==> config.mk <==
export PLATFORM = sky130hd
export DESIGN_NAME = pwmdu_top
export DESIGN_NICKNAME = d
export VERILOG_FILES = /design/src/hdl/pwmdu_channel.v /design/src/hdl/pwmdu_top.v
export VERILOG_INCLUDE_DIRS = /design/src /design/src/hdl
export SDC_FILE = /design/constraint.sdc
export NUM_CORES = 2
export LEC_CHECK = 0
export ABC_CLOCK_PERIOD_IN_PS = 13900
export BUFFER_PORTS_ARGS = -buffer_cell sky130_fd_sc_hd__buf_2
export CORE_MARGIN = 10
export CORE_UTILIZATION = 30
export CTS_CLUSTER_SIZE = 20
export DETAILED_ROUTE_END_ITERATION = 6
export GPL_TIMING_DRIVEN = 0
export RECOVER_POWER = 100
export SYNTH_ARGS = -nofsm -noshare
export SYNTH_HDL_FRONTEND = slang
export SYNTH_SLANG_ARGS = --single-unit
==> constraint.sdc <==
create_clock -name pclk -period 13.9 [get_ports pclk]
set_input_delay 0.695 -clock pclk [delete_from_list [all_inputs] [get_ports pclk]]
set_output_delay 0.695 -clock pclk [all_outputs]
set_load 0.01 [all_outputs]
==> src/hdl/pwmdu_consts.vh <==
/*
 constants of the pwm duty and period update block: register offsets,
 field positions, reset values and duty scaling.
 assumes a byte-addressed apb bus with one 32-bit word per register.
*/
`ifndef PWMDU_CONSTS_VH
`define PWMDU_CONSTS_VH

// channel count and address layout
`define PWMDU_NCH 4
`define PWMDU_CH_BITS 2
`define PWMDU_ADDR_W 8
`define PWMDU_CH_SPAN 8'h10
`define PWMDU_CH_LIMIT 8'h40

// per-channel register offsets within a channel's span
`define PWMDU_OFS_CFG 4'h0
`define PWMDU_OFS_DUTY 4'h4
`define PWMDU_OFS_PERIOD 4'h8
`define PWMDU_OFS_PDREQ 4'hC

// global register
`define PWMDU_OFS_OUTS 8'h40

// configuration field positions
`define PWMDU_CFG_POL 0
`define PWMDU_CFG_IDLE 1
`define PWMDU_CFG_CLS_LO 2
`define PWMDU_CFG_CLS_HI 3
`define PWMDU_CFG_DEFD 4
`define PWMDU_CFG_DEFP 5
`define PWMDU_CFG_EN 6
`define PWMDU_CFG_W 7

// channel classes
`define PWMDU_CLS_FIXED 2'h0
`define PWMDU_CLS_SHIFT 2'h1
`define PWMDU_CLS_VAR 2'h2

// reset values
`define PWMDU_CFG_RST 7'h49
`define PWMDU_PERIOD_RST 16'h03E8
`define PWMDU_DUTY_RST 16'h4000

// duty scaling: full scale and shift that divides by it
`define PWMDU_DUTY_FULL 16'h8000
`define PWMDU_DUTY_SHIFT 15

`endif

==> src/hdl/pwmdu_channel.v <==
/*
 one pwm channel: period counter, active-time compare, pending updates.
 assumes requests are single-cycle pulses from logic on the same clock.
*/
`timescale 1ns/1ns
`include "pwmdu_consts.vh"

module pwmdu_channel (
   input wire pclk,
   input wire presetn,
   input wire enable,
   input wire polarity,
   input wire idle_level,
   input wire var_class,
   input wire defer_duty_to_period_end,
   input wire defer_period_to_period_end,
   input wire duty_update_request,
   input wire period_duty_update_request,
   input wire [15:0] req_duty,
   input wire [15:0] req_period,
   output reg pwm_out_ff,
   output reg [15:0] duty_ff,
   output reg [15:0] per_ff,
   output reg [15:0] cnt_ff,
   output wire pending
);

   // active time = period * duty / full scale
   function [15:0] pwmdu_hi_time;
      input [15:0] per;
      input [15:0] duty;
      reg [31:0] prod;
      begin
         prod = per * duty;
         pwmdu_hi_time = prod[30:15];
      end
   endfunction

   reg [15:0] pduty_ff, pper_ff;
   reg pdn_ff, act_ff;
   reg [15:0] nxt_duty, nxt_per, nxt_pduty, nxt_pper, nxt_cnt, hi_n;
   reg [16:0] cnt_inc;
   reg nxt_pdn, nxt_act, nxt_out, wrap;

   assign pending = pdn_ff;

   always @* begin
      nxt_duty = duty_ff;
      nxt_per = per_ff;
      nxt_pduty = pduty_ff;
      nxt_pper = pper_ff;
      nxt_pdn = pdn_ff;
      if (period_duty_update_request) begin
         // fixed classes keep their period; the pair stays together
         if (defer_period_to_period_end) begin
            nxt_pper = var_class ? req_period : per_ff;
            nxt_pduty = req_duty;
            nxt_pdn = 1'b1;
         end else begin
            nxt_per = var_class ? req_period : per_ff;
            nxt_duty = req_duty;
            nxt_pdn = 1'b0;
         end
      end else if (duty_update_request) begin
         if (defer_duty_to_period_end) begin
            nxt_pper = pdn_ff ? pper_ff : per_ff;
            nxt_pduty = req_duty;
            nxt_pdn = 1'b1;
         end else begin
            nxt_duty = req_duty;
            nxt_pdn = 1'b0;
         end
      end
      // a shorter new period that the count already passed wraps now
      cnt_inc = {1'b0, cnt_ff} + 17'h00001;
      wrap = (nxt_per == 16'h0000) || (cnt_inc >= {1'b0, nxt_per});
      nxt_cnt = wrap ? 16'h0000 : cnt_inc[15:0];
      if (wrap && nxt_pdn) begin
         nxt_per = nxt_pper;
         nxt_duty = nxt_pduty;
         nxt_pdn = 1'b0;
      end
      if (!enable) begin
         nxt_cnt = 16'h0000;
      end
      hi_n = pwmdu_hi_time(nxt_per, nxt_duty);
      // active phase only starts at a period start: no extra pulse
      if (nxt_cnt == 16'h0000) begin
         nxt_act = (hi_n != 16'h0000);
      end else begin
         nxt_act = act_ff && (nxt_cnt < hi_n);
      end
      if (!enable) begin
         nxt_out = idle_level;
      end else begin
         nxt_out = nxt_act ? polarity : ~polarity;
      end
   end

   always @(posedge pclk or negedge presetn) begin
      if (!presetn) begin
         duty_ff <= `PWMDU_DUTY_RST;
         per_ff <= `PWMDU_PERIOD_RST;
         pduty_ff <= `PWMDU_DUTY_RST;
         pper_ff <= `PWMDU_PERIOD_RST;
         pdn_ff <= 1'b0;
         cnt_ff <= 16'h0000;
         act_ff <= 1'b0;
         pwm_out_ff <= 1'b0;
      end else begin
         duty_ff <= nxt_duty;
         per_ff <= nxt_per;
         pduty_ff <= nxt_pduty;
         pper_ff <= nxt_pper;
         pdn_ff <= nxt_pdn;
         cnt_ff <= nxt_cnt;
         act_ff <= nxt_act;
         pwm_out_ff <= nxt_out;
      end
   end

endmodule // pwmdu_channel

==> src/hdl/pwmdu_top.v <==
/*
 pwm duty and period update block: apb register slave and four channels.
 assumes an apb master on pclk; channel outputs reach the pins through one shared flop stage.
*/
`timescale 1ns/1ns
`include "pwmdu_consts.vh"

// Summary of operation
// - duty request is 16 bits, limited to 0x0000..0x8000, hits one channel
// - zero duty holds the output at the inverse of the polarity
// - full duty holds the output at the polarity level
// - duty between limits toggles each period, active level from polarity
// - deferred duty mode holds new duty pending until the period boundary
// - a duty change never produces a short spurious pulse
// - combined request applies a new period and duty as one pair
// - deferred period mode loads the new period when the period ends
// - combined change in deferred period mode produces no glitch or cut pulse
// - only variable-period class channels accept a new period
// - zero period ignores duty and drives the zero-duty level
// - each channel holds default period, duty, polarity, idle and class
module pwmdu_top (
   input wire pclk,
   input wire presetn,
   input wire psel,
   input wire penable,
   input wire pwrite,
   input wire [7:0] paddr,
   input wire [31:0] pwdata,
   input wire [3:0] pstrb,
   output reg [31:0] prdata_ff,
   output reg pready_ff,
   output reg pslverr_ff,
   output reg [3:0] pwm_out_ff
);

   ////////////////////////////////////////////////////////////////////////
   // helpers

   // duty values above full scale are clamped rather than wrapped
   function [15:0] pwmdu_clamp;
      input [15:0] d;
      begin
         if (d > `PWMDU_DUTY_FULL) begin
            pwmdu_clamp = `PWMDU_DUTY_FULL;
         end else begin
            pwmdu_clamp = d;
         end
      end
   endfunction

   // byte-lane merge for stored registers
   function [31:0] pwmdu_merge;
      input [31:0] old;
      input [31:0] wd;
      input [3:0] be;
      integer b;
      begin
         pwmdu_merge = old;
         for (b = 0; b < 4; b = b + 1) begin
            if (be[b]) begin
               pwmdu_merge[8*b +: 8] = wd[8*b +: 8];
            end
         end
      end
   endfunction

   ////////////////////////////////////////////////////////////////////////
   // declarations

   reg [`PWMDU_CFG_W-1:0] cfg_ff [0:`PWMDU_NCH-1];
   reg [15:0] stage_per_ff [0:`PWMDU_NCH-1];
   reg [3:0] duty_req_ff;
   reg [3:0] pd_req_ff;
   reg [15:0] req_duty_ff;
   reg [15:0] req_per_ff;

   wire [3:0] ch_out;
   wire [3:0] ch_pend;
   wire [63:0] ch_duty;
   wire [63:0] ch_per;
   wire [63:0] ch_cnt;

   wire setup_ph;
   wire access_ph;
   wire wr_go;
   wire in_ch;
   wire is_outs;
   wire [1:0] sel_ch;
   wire [3:0] sel_ofs;
   wire full_half;

   reg [31:0] nxt_rdata;
   reg nxt_err;
   reg nxt_ready;
   reg [31:0] wr_cfg;
   reg [31:0] wr_per;
   integer i;

   ////////////////////////////////////////////////////////////////////////
   // apb decode

   assign setup_ph = psel && !penable;
   assign access_ph = psel && penable;
   assign wr_go = access_ph && pready_ff && pwrite && !pslverr_ff;
   assign in_ch = (paddr < `PWMDU_CH_LIMIT) && (paddr[1:0] == 2'h0);
   assign is_outs = (paddr == `PWMDU_OFS_OUTS);
   assign sel_ch = paddr[5:4];
   assign sel_ofs = paddr[3:0];
   // requests carry a 16-bit value and need both low lanes to be coherent
   assign full_half = (pstrb[1:0] == 2'h3);

   // read data, error and ready are all prepared in the setup cycle, so
   // every access completes in its first access cycle with no wait state
   always @* begin
      nxt_rdata = 32'h00000000;
      nxt_err = 1'b0;
      nxt_ready = 1'b0;
      if (setup_ph) begin
         nxt_ready = 1'b1;
         if (in_ch) begin
            case (sel_ofs)
               `PWMDU_OFS_CFG: begin
                  nxt_rdata = {25'h0000000, cfg_ff[sel_ch]};
               end
               `PWMDU_OFS_DUTY: begin
                  nxt_rdata = {ch_pend[sel_ch], 15'h0000,
                     ch_duty[16*sel_ch +: 16]};
               end
               `PWMDU_OFS_PERIOD: begin
                  nxt_rdata = {ch_per[16*sel_ch +: 16], stage_per_ff[sel_ch]};
               end
               `PWMDU_OFS_PDREQ: begin
                  nxt_rdata = {ch_cnt[16*sel_ch +: 16], 14'h0000,
                     ch_pend[sel_ch], ch_out[sel_ch]};
                  if (pwrite && !full_half) begin
                     nxt_err = 1'b1;
                  end
               end
               default: begin
                  nxt_err = 1'b1;
               end
            endcase
            if (pwrite && (sel_ofs == `PWMDU_OFS_DUTY) && !full_half) begin
               nxt_err = 1'b1;
            end
         end else if (is_outs) begin
            nxt_rdata = {28'h0000000, pwm_out_ff};
            if (pwrite) begin
               nxt_err = 1'b1;
            end
         end else begin
            nxt_err = 1'b1;
         end
      end
   end

   always @(posedge pclk or negedge presetn) begin
      if (!presetn) begin
         prdata_ff <= 32'h00000000;
         pready_ff <= 1'b0;
         pslverr_ff <= 1'b0;
      end else begin
         pready_ff <= nxt_ready;
         if (setup_ph) begin
            prdata_ff <= nxt_rdata;
            pslverr_ff <= nxt_err;
         end else if (access_ph && pready_ff) begin
            pslverr_ff <= 1'b0;
         end
      end
   end

   ////////////////////////////////////////////////////////////////////////
   // configuration and staging registers

   // merged write words, cut to the stored widths in the register process
   always @* begin
      wr_cfg = pwmdu_merge({25'h0000000, cfg_ff[sel_ch]}, pwdata, pstrb);
      wr_per = pwmdu_merge({16'h0000, stage_per_ff[sel_ch]}, pwdata, pstrb);
   end

   always @(posedge pclk or negedge presetn) begin
      if (!presetn) begin
         for (i = 0; i < `PWMDU_NCH; i = i + 1) begin
            cfg_ff[i] <= `PWMDU_CFG_RST;
            stage_per_ff[i] <= `PWMDU_PERIOD_RST;
         end
      end else if (wr_go && in_ch) begin
         if (sel_ofs == `PWMDU_OFS_CFG) begin
            cfg_ff[sel_ch] <= wr_cfg[`PWMDU_CFG_W-1:0];
         end
         if (sel_ofs == `PWMDU_OFS_PERIOD) begin
            stage_per_ff[sel_ch] <= wr_per[15:0];
         end
      end
   end

   ////////////////////////////////////////////////////////////////////////
   // request pulses: one cycle, one channel only

   always @(posedge pclk or negedge presetn) begin
      if (!presetn) begin
         duty_req_ff <= 4'h0;
         pd_req_ff <= 4'h0;
         req_duty_ff <= `PWMDU_DUTY_RST;
         req_per_ff <= `PWMDU_PERIOD_RST;
      end else begin
         duty_req_ff <= 4'h0;
         pd_req_ff <= 4'h0;
         if (wr_go && in_ch && (sel_ofs == `PWMDU_OFS_DUTY)) begin
            duty_req_ff[sel_ch] <= 1'b1;
            req_duty_ff <= pwmdu_clamp(pwdata[15:0]);
         end
         if (wr_go && in_ch && (sel_ofs == `PWMDU_OFS_PDREQ)) begin
            // period and duty travel in the same pulse to stay a pair
            pd_req_ff[sel_ch] <= 1'b1;
            req_duty_ff <= pwmdu_clamp(pwdata[15:0]);
            req_per_ff <= stage_per_ff[sel_ch];
         end
      end
   end

   ////////////////////////////////////////////////////////////////////////
   // channels

   genvar g;
   generate
      for (g = 0; g < `PWMDU_NCH; g = g + 1) begin : gen_ch
         pwmdu_channel u_ch (
            .pclk(pclk),
            .presetn(presetn),
            .enable(cfg_ff[g][`PWMDU_CFG_EN]),
            .polarity(cfg_ff[g][`PWMDU_CFG_POL]),
            .idle_level(cfg_ff[g][`PWMDU_CFG_IDLE]),
            .var_class(cfg_ff[g][`PWMDU_CFG_CLS_HI:`PWMDU_CFG_CLS_LO] ==
               `PWMDU_CLS_VAR),
            .defer_duty_to_period_end(cfg_ff[g][`PWMDU_CFG_DEFD]),
            .defer_period_to_period_end(cfg_ff[g][`PWMDU_CFG_DEFP]),
            .duty_update_request(duty_req_ff[g]),
            .period_duty_update_request(pd_req_ff[g]),
            .req_duty(req_duty_ff),
            .req_period(req_per_ff),
            .pwm_out_ff(ch_out[g]),
            .duty_ff(ch_duty[16*g +: 16]),
            .per_ff(ch_per[16*g +: 16]),
            .cnt_ff(ch_cnt[16*g +: 16]),
            .pending(ch_pend[g])
         );
      end
   endgenerate

   ////////////////////////////////////////////////////////////////////////
   // pin outputs

   // one extra stage keeps pins on top-level flops; all channels share it,
   // so relative edge timing between channels is preserved
   always @(posedge pclk or negedge presetn) begin
      if (!presetn) begin
         pwm_out_ff <= 4'h0;
      end else begin
         pwm_out_ff <= ch_out;
      end
   end

endmodule // pwmdu_top

==> summary.md <==
| Metric | Value |
|---|---|
| Max Freq | `0.07467 GHz` |
| # H-tree levels | `2` |
| Fillers | `21.00k` |
| Crit path max-delay family | `adder cells` |
| Hold EP | `pslverr_ff$_DFFE_PN0P_` |
| Count of final max-slew check failures | `383` |
| Largest net degree at the start of global routing | `127` |
| Clock transition at path regs | `0.07 ns` |
| Worst VDD drop | `0.1007 mV` |
| CTS tree | `yes` |
| Post-synth EDFFs | `0` |
| Clock Path Buffers | `3` |
| R2r setup slk | `0.51 ns` |
| Clock Sinks | `502` |
| Hold Crit Class | `in -> reg` |
| Compound-gate portion of the synthesized area | `0.09351` |
| Reg2reg start | `cfg_ff[24]$_DFFE_PN1P_` |
| Post-Layout Cell Count | `9520` |
| R2r endpoint | `gen_ch[0].u_ch.pwm_out_ff$_DFF_PN0_` |
| Num CTS Buffers | `57` |
| Final-report hold violation count | `0` |
| Routed Antenna Nets | `0` |
| Failing checks | `max-capacitance violations, max-slew violations` |
| Status | `finished, violations left` |
| Worst Path Required | `14.42 ns` |
| Design Power | `3.197 mW` |
| Setup Slack @ Placement | `-0.9354 ns` |
| Final RePlAce weighted congestion | `0.9816` |
| IO Pins | `87` |
| Via-to-Cell Ratio | `5.324` |
| Vias in the first global route | `51.52k` |
| DR WL/cell | `23.16 um` |
| Worst EP arrival | `13.92 ns` |
| Total track usage | `0.1925` |
| Placed cell count | `9413` |
| Critical-path top delay cell | `dfstp_2` |
| CP peak stage delay | `0.59 ns` |
| Iteration-0 DRC Markers | `4756` |
| Cells after Synth | `6670` |
| First-pass GRT wire length | `330400 um` |
| Share of cells above drive strength 1 | `0.07456` |
| Sequential fraction of the synthesis area | `0.2068` |
| #FFs+latches synth | `502` |
| Synthesis-to-finish area growth | `9.749%` |
| Synthesized cell area | `0.06133 sq mm` |
| Syn_area_per_cell | `9.195 sq um` |
| DRT Pass-1 Iters | `7` |
| Post-synthesis net count | `8003` |
| Drt drc | `0` |
| Post-Layout Inst Area | `0.06731 sq mm` |
| Number of max-cap violations | `4` |
| Setup TNS | `0 ns` |
| Crit Path Class | `reg -> reg` |
| R2R cell count | `48` |
| Nets@finish | `8125` |
| Synth Area in Adders | `0.3559` |
| Simple-gate share of the synthesized area | `0.1495` |
| Port bufs | `65` |
| Hold Path Origin | `pwrite` |
| Multiplexer share of the synthesized area | `0.09051` |
| Root Driver | `clkbuf_16` |
| Row count | `165` |
| Initial Utilization | `0.3025` |
| Worst slew pin tran | `6.307 ns` |
| Pwr Density | `47.50 mW/mm^2` |
| Die X | `472.2 um` |
| Detail Placement HPWL | `179000 um` |
| Largest family of logic cells by synthesized area | `adder cells` |
| Final min period | `13.39 ns` |
| Clk_lat worst skew | `0.68 ns` |
| WL final | `220500 um` |
| Placed cell area | `0.06515 sq mm` |
| Worst-case hold slack | `0.2863 ns` |
| Leak | `31.10 nW` |
| CP endpoint kind | `flop` |
| Most Used Layer, Global Route | `met2` |
| Slew Limit Headroom | `-3.205` |
| Ys Warns | `0` |
| Die area | `0.2229 sq mm` |
| Period utilization | `0.9635` |
| Ys async rst share | `1.000` |
| CP Buf/Inv Count | `9` |
| XOR/XNOR Fraction of Synth Area | `0.01914` |
| Antenna violations before repair | `17` |
| Hold path depth | `3` |
| Met2 usage | `0.3076` |
| Met3 Usage GRT | `0.03609` |
| Synth cell types | `109` |
| Core Area | `0.2027 sq mm` |
| Final setup violation count | `0` |
| Via count | `50.69k` |
| Die Ht | `472.2 um` |
| CP max FO | `10` |
| Most used cell, CP | `fa_1` |
| Met1 Track Usage GR | `0.2515` |
| Final core occ | `0.3320` |
| Predominant post-synthesis flop cell | `dfrtp_1` |
| CP Launch Type | `flop` |
| Worst setup margin | `0.5070 ns` |
| Clock skew | `0.04528 ns` |
| Gr ovfl total | `0` |
## power breakdown
part	switching, mW	internal, mW
Sequential	0.00158	1.46
Combinational	0.0696	0.0209
Clock	0.691	0.950
Total	0.762	2.43
## layout make-up
type / count / area [sq um] / area share
Antenna cell: 8 / 20.02 / 0.0002974
Buffer: 279 / 1171 / 0.01740
Clock buffer: 83 / 1674 / 0.02487
Clock inverter: 24 / 337.8 / 0.005019
Inverter: 1067 / 4048 / 0.06013
Multi-Input combinational cell: 4809 / 43660 / 0.6486
Sequential cell: 502 / 12690 / 0.1885
Tap cell: 2672 / 3343 / 0.04967
Timing Repair Buffer: 76 / 375.4 / 0.005576
## cell usage after synthesis, drive strengths merged, types with 10 or more instances
cell type | n | area, sq um
nor3b | 10 | 80.07
and3 | 46 | 287.8
a22oi | 11 | 82.58
nand3b | 13 | 97.59
mux2 | 72 | 822.0
inv | 1009 | 3787
o21bai | 15 | 112.6
a211oi | 22 | 165.2
o21a | 26 | 195.2
a31oi | 10 | 62.56
and2 | 96 | 608.1
dfstp | 99 | 2601
o211ai | 66 | 495.5
nor2b | 43 | 279.0
ha | 516 | 6456
a21o | 122 | 915.9
nor4 | 43 | 311.5
and4 | 14 | 122.6
clkbuf | 225 | 845.8
nor3 | 32 | 171.4
mux2i | 307 | 3085
or2 | 13 | 81.33
or3 | 10 | 62.56
a2111oi | 12 | 148.9
clkinv | 58 | 217.7
buf | 67 | 334.1
xor2 | 55 | 481.7
nand2 | 838 | 3146
mux4 | 73 | 1644
fa | 768 | 15370
nand4 | 66 | 412.9
a22o | 21 | 183.9
nand2b | 41 | 256.5
nor2 | 676 | 2552
o31ai | 11 | 101.3
o21ai | 303 | 1520
nand3 | 90 | 460.4
a21oi | 172 | 875.9
dfrtp | 403 | 10080
xnor2 | 79 | 691.9
## repair_timing
action	4_1_cts	5_1_grt
endpoints found under the setup margin	6	7
endpoints found under the hold margin	12	0
buffers inserted	0	4
hold buffers	1	0
gates resized for setup	23	119
## routing by layer
layer	share of wire	routed length, um
met5	0.00037	82
met3	0.087	19190
met2	0.45	100000
met1	0.40	88850
met4	0.056	12360
## sequential cells by signal, indices dropped and copies added, names as in the netlist
signal                  flops
pslverr_ff                  1
gen_ch.u_ch.pending         4
prdata_ff                  32
gen_ch.u_ch.act_ff          4
gen_ch.u_ch.duty_ff        64
duty_req_ff                 4
pready_ff                   1
gen_ch.u_ch.pduty_ff       64
pd_req_ff                   4
gen_ch.u_ch.pwm_out_ff      4
req_per_ff                 16
gen_ch.u_ch.pper_ff        64
gen_ch.u_ch.per_ff         64
cfg_ff                     28
req_duty_ff                16
gen_ch.u_ch.cnt_ff         64
pwm_out_ff                  4
stage_per_ff               64
## tightest hold or removal path, delay by kind of cell
kind / cells / cell delay, ns
buffers and inverters: 1 / 0.12
AOI/OAI and AO/OA: 1 / 0.06
and+or+nand+nor: 1 / 0.05
## worst max-delay path by stage
| stage | from | endpoint | cells after the start |
|---|---|---|---|
| after global routing | gen_ch[2].u_ch.cnt_ff[0]$_DFF_PN0_ | gen_ch[2].u_ch.pwm_out_ff$_DFF_PN0_ | 48 |
| after detailed placement | cfg_ff[3]$_DFFE_PN1P_ | gen_ch[3].u_ch.pwm_out_ff$_DFF_PN0_ | 47 |
| after floorplan | cfg_ff[3]$_DFFE_PN1P_ | gen_ch[3].u_ch.pwm_out_ff$_DFF_PN0_ | 48 |
| final | cfg_ff[24]$_DFFE_PN1P_ | gen_ch[0].u_ch.pwm_out_ff$_DFF_PN0_ | 48 |
| after CTS | cfg_ff[24]$_DFFE_PN1P_ | gen_ch[0].u_ch.pwm_out_ff$_DFF_PN0_ | 48 |
| after global placement | cfg_ff[3]$_DFFE_PN1P_ | gen_ch[3].u_ch.pwm_out_ff$_DFF_PN0_ | 47 |
## cells by family (layout without fill, tap and decap cells)
logic type | count (synthesis) | after routing
flops | 502 | 502
other cells | 0 | 8
mux | 452 | 452
fa+ha+maj | 1284 | 1284
xor+xnor | 134 | 134
simple gates | 2057 | 2057
buf+inv | 1359 | 1529
compound gates | 882 | 882
## cells in the final DEF, fill, tap and decap left out, types with 79 or more instances in the layout
cell type  count
nor2_1       672
ha_1         516
and2_1        91
xnor2_1       79
a21oi_1      158
mux2i_1      306
inv_1       1009
dfrtp_1      403
nand3_1       88
clkbuf_1     253
fa_1         768
nand2_1      838
a21o_1       118
dfstp_2       97
o21ai_0      275
No activity file was read; power rests on OpenSTA's default activity.
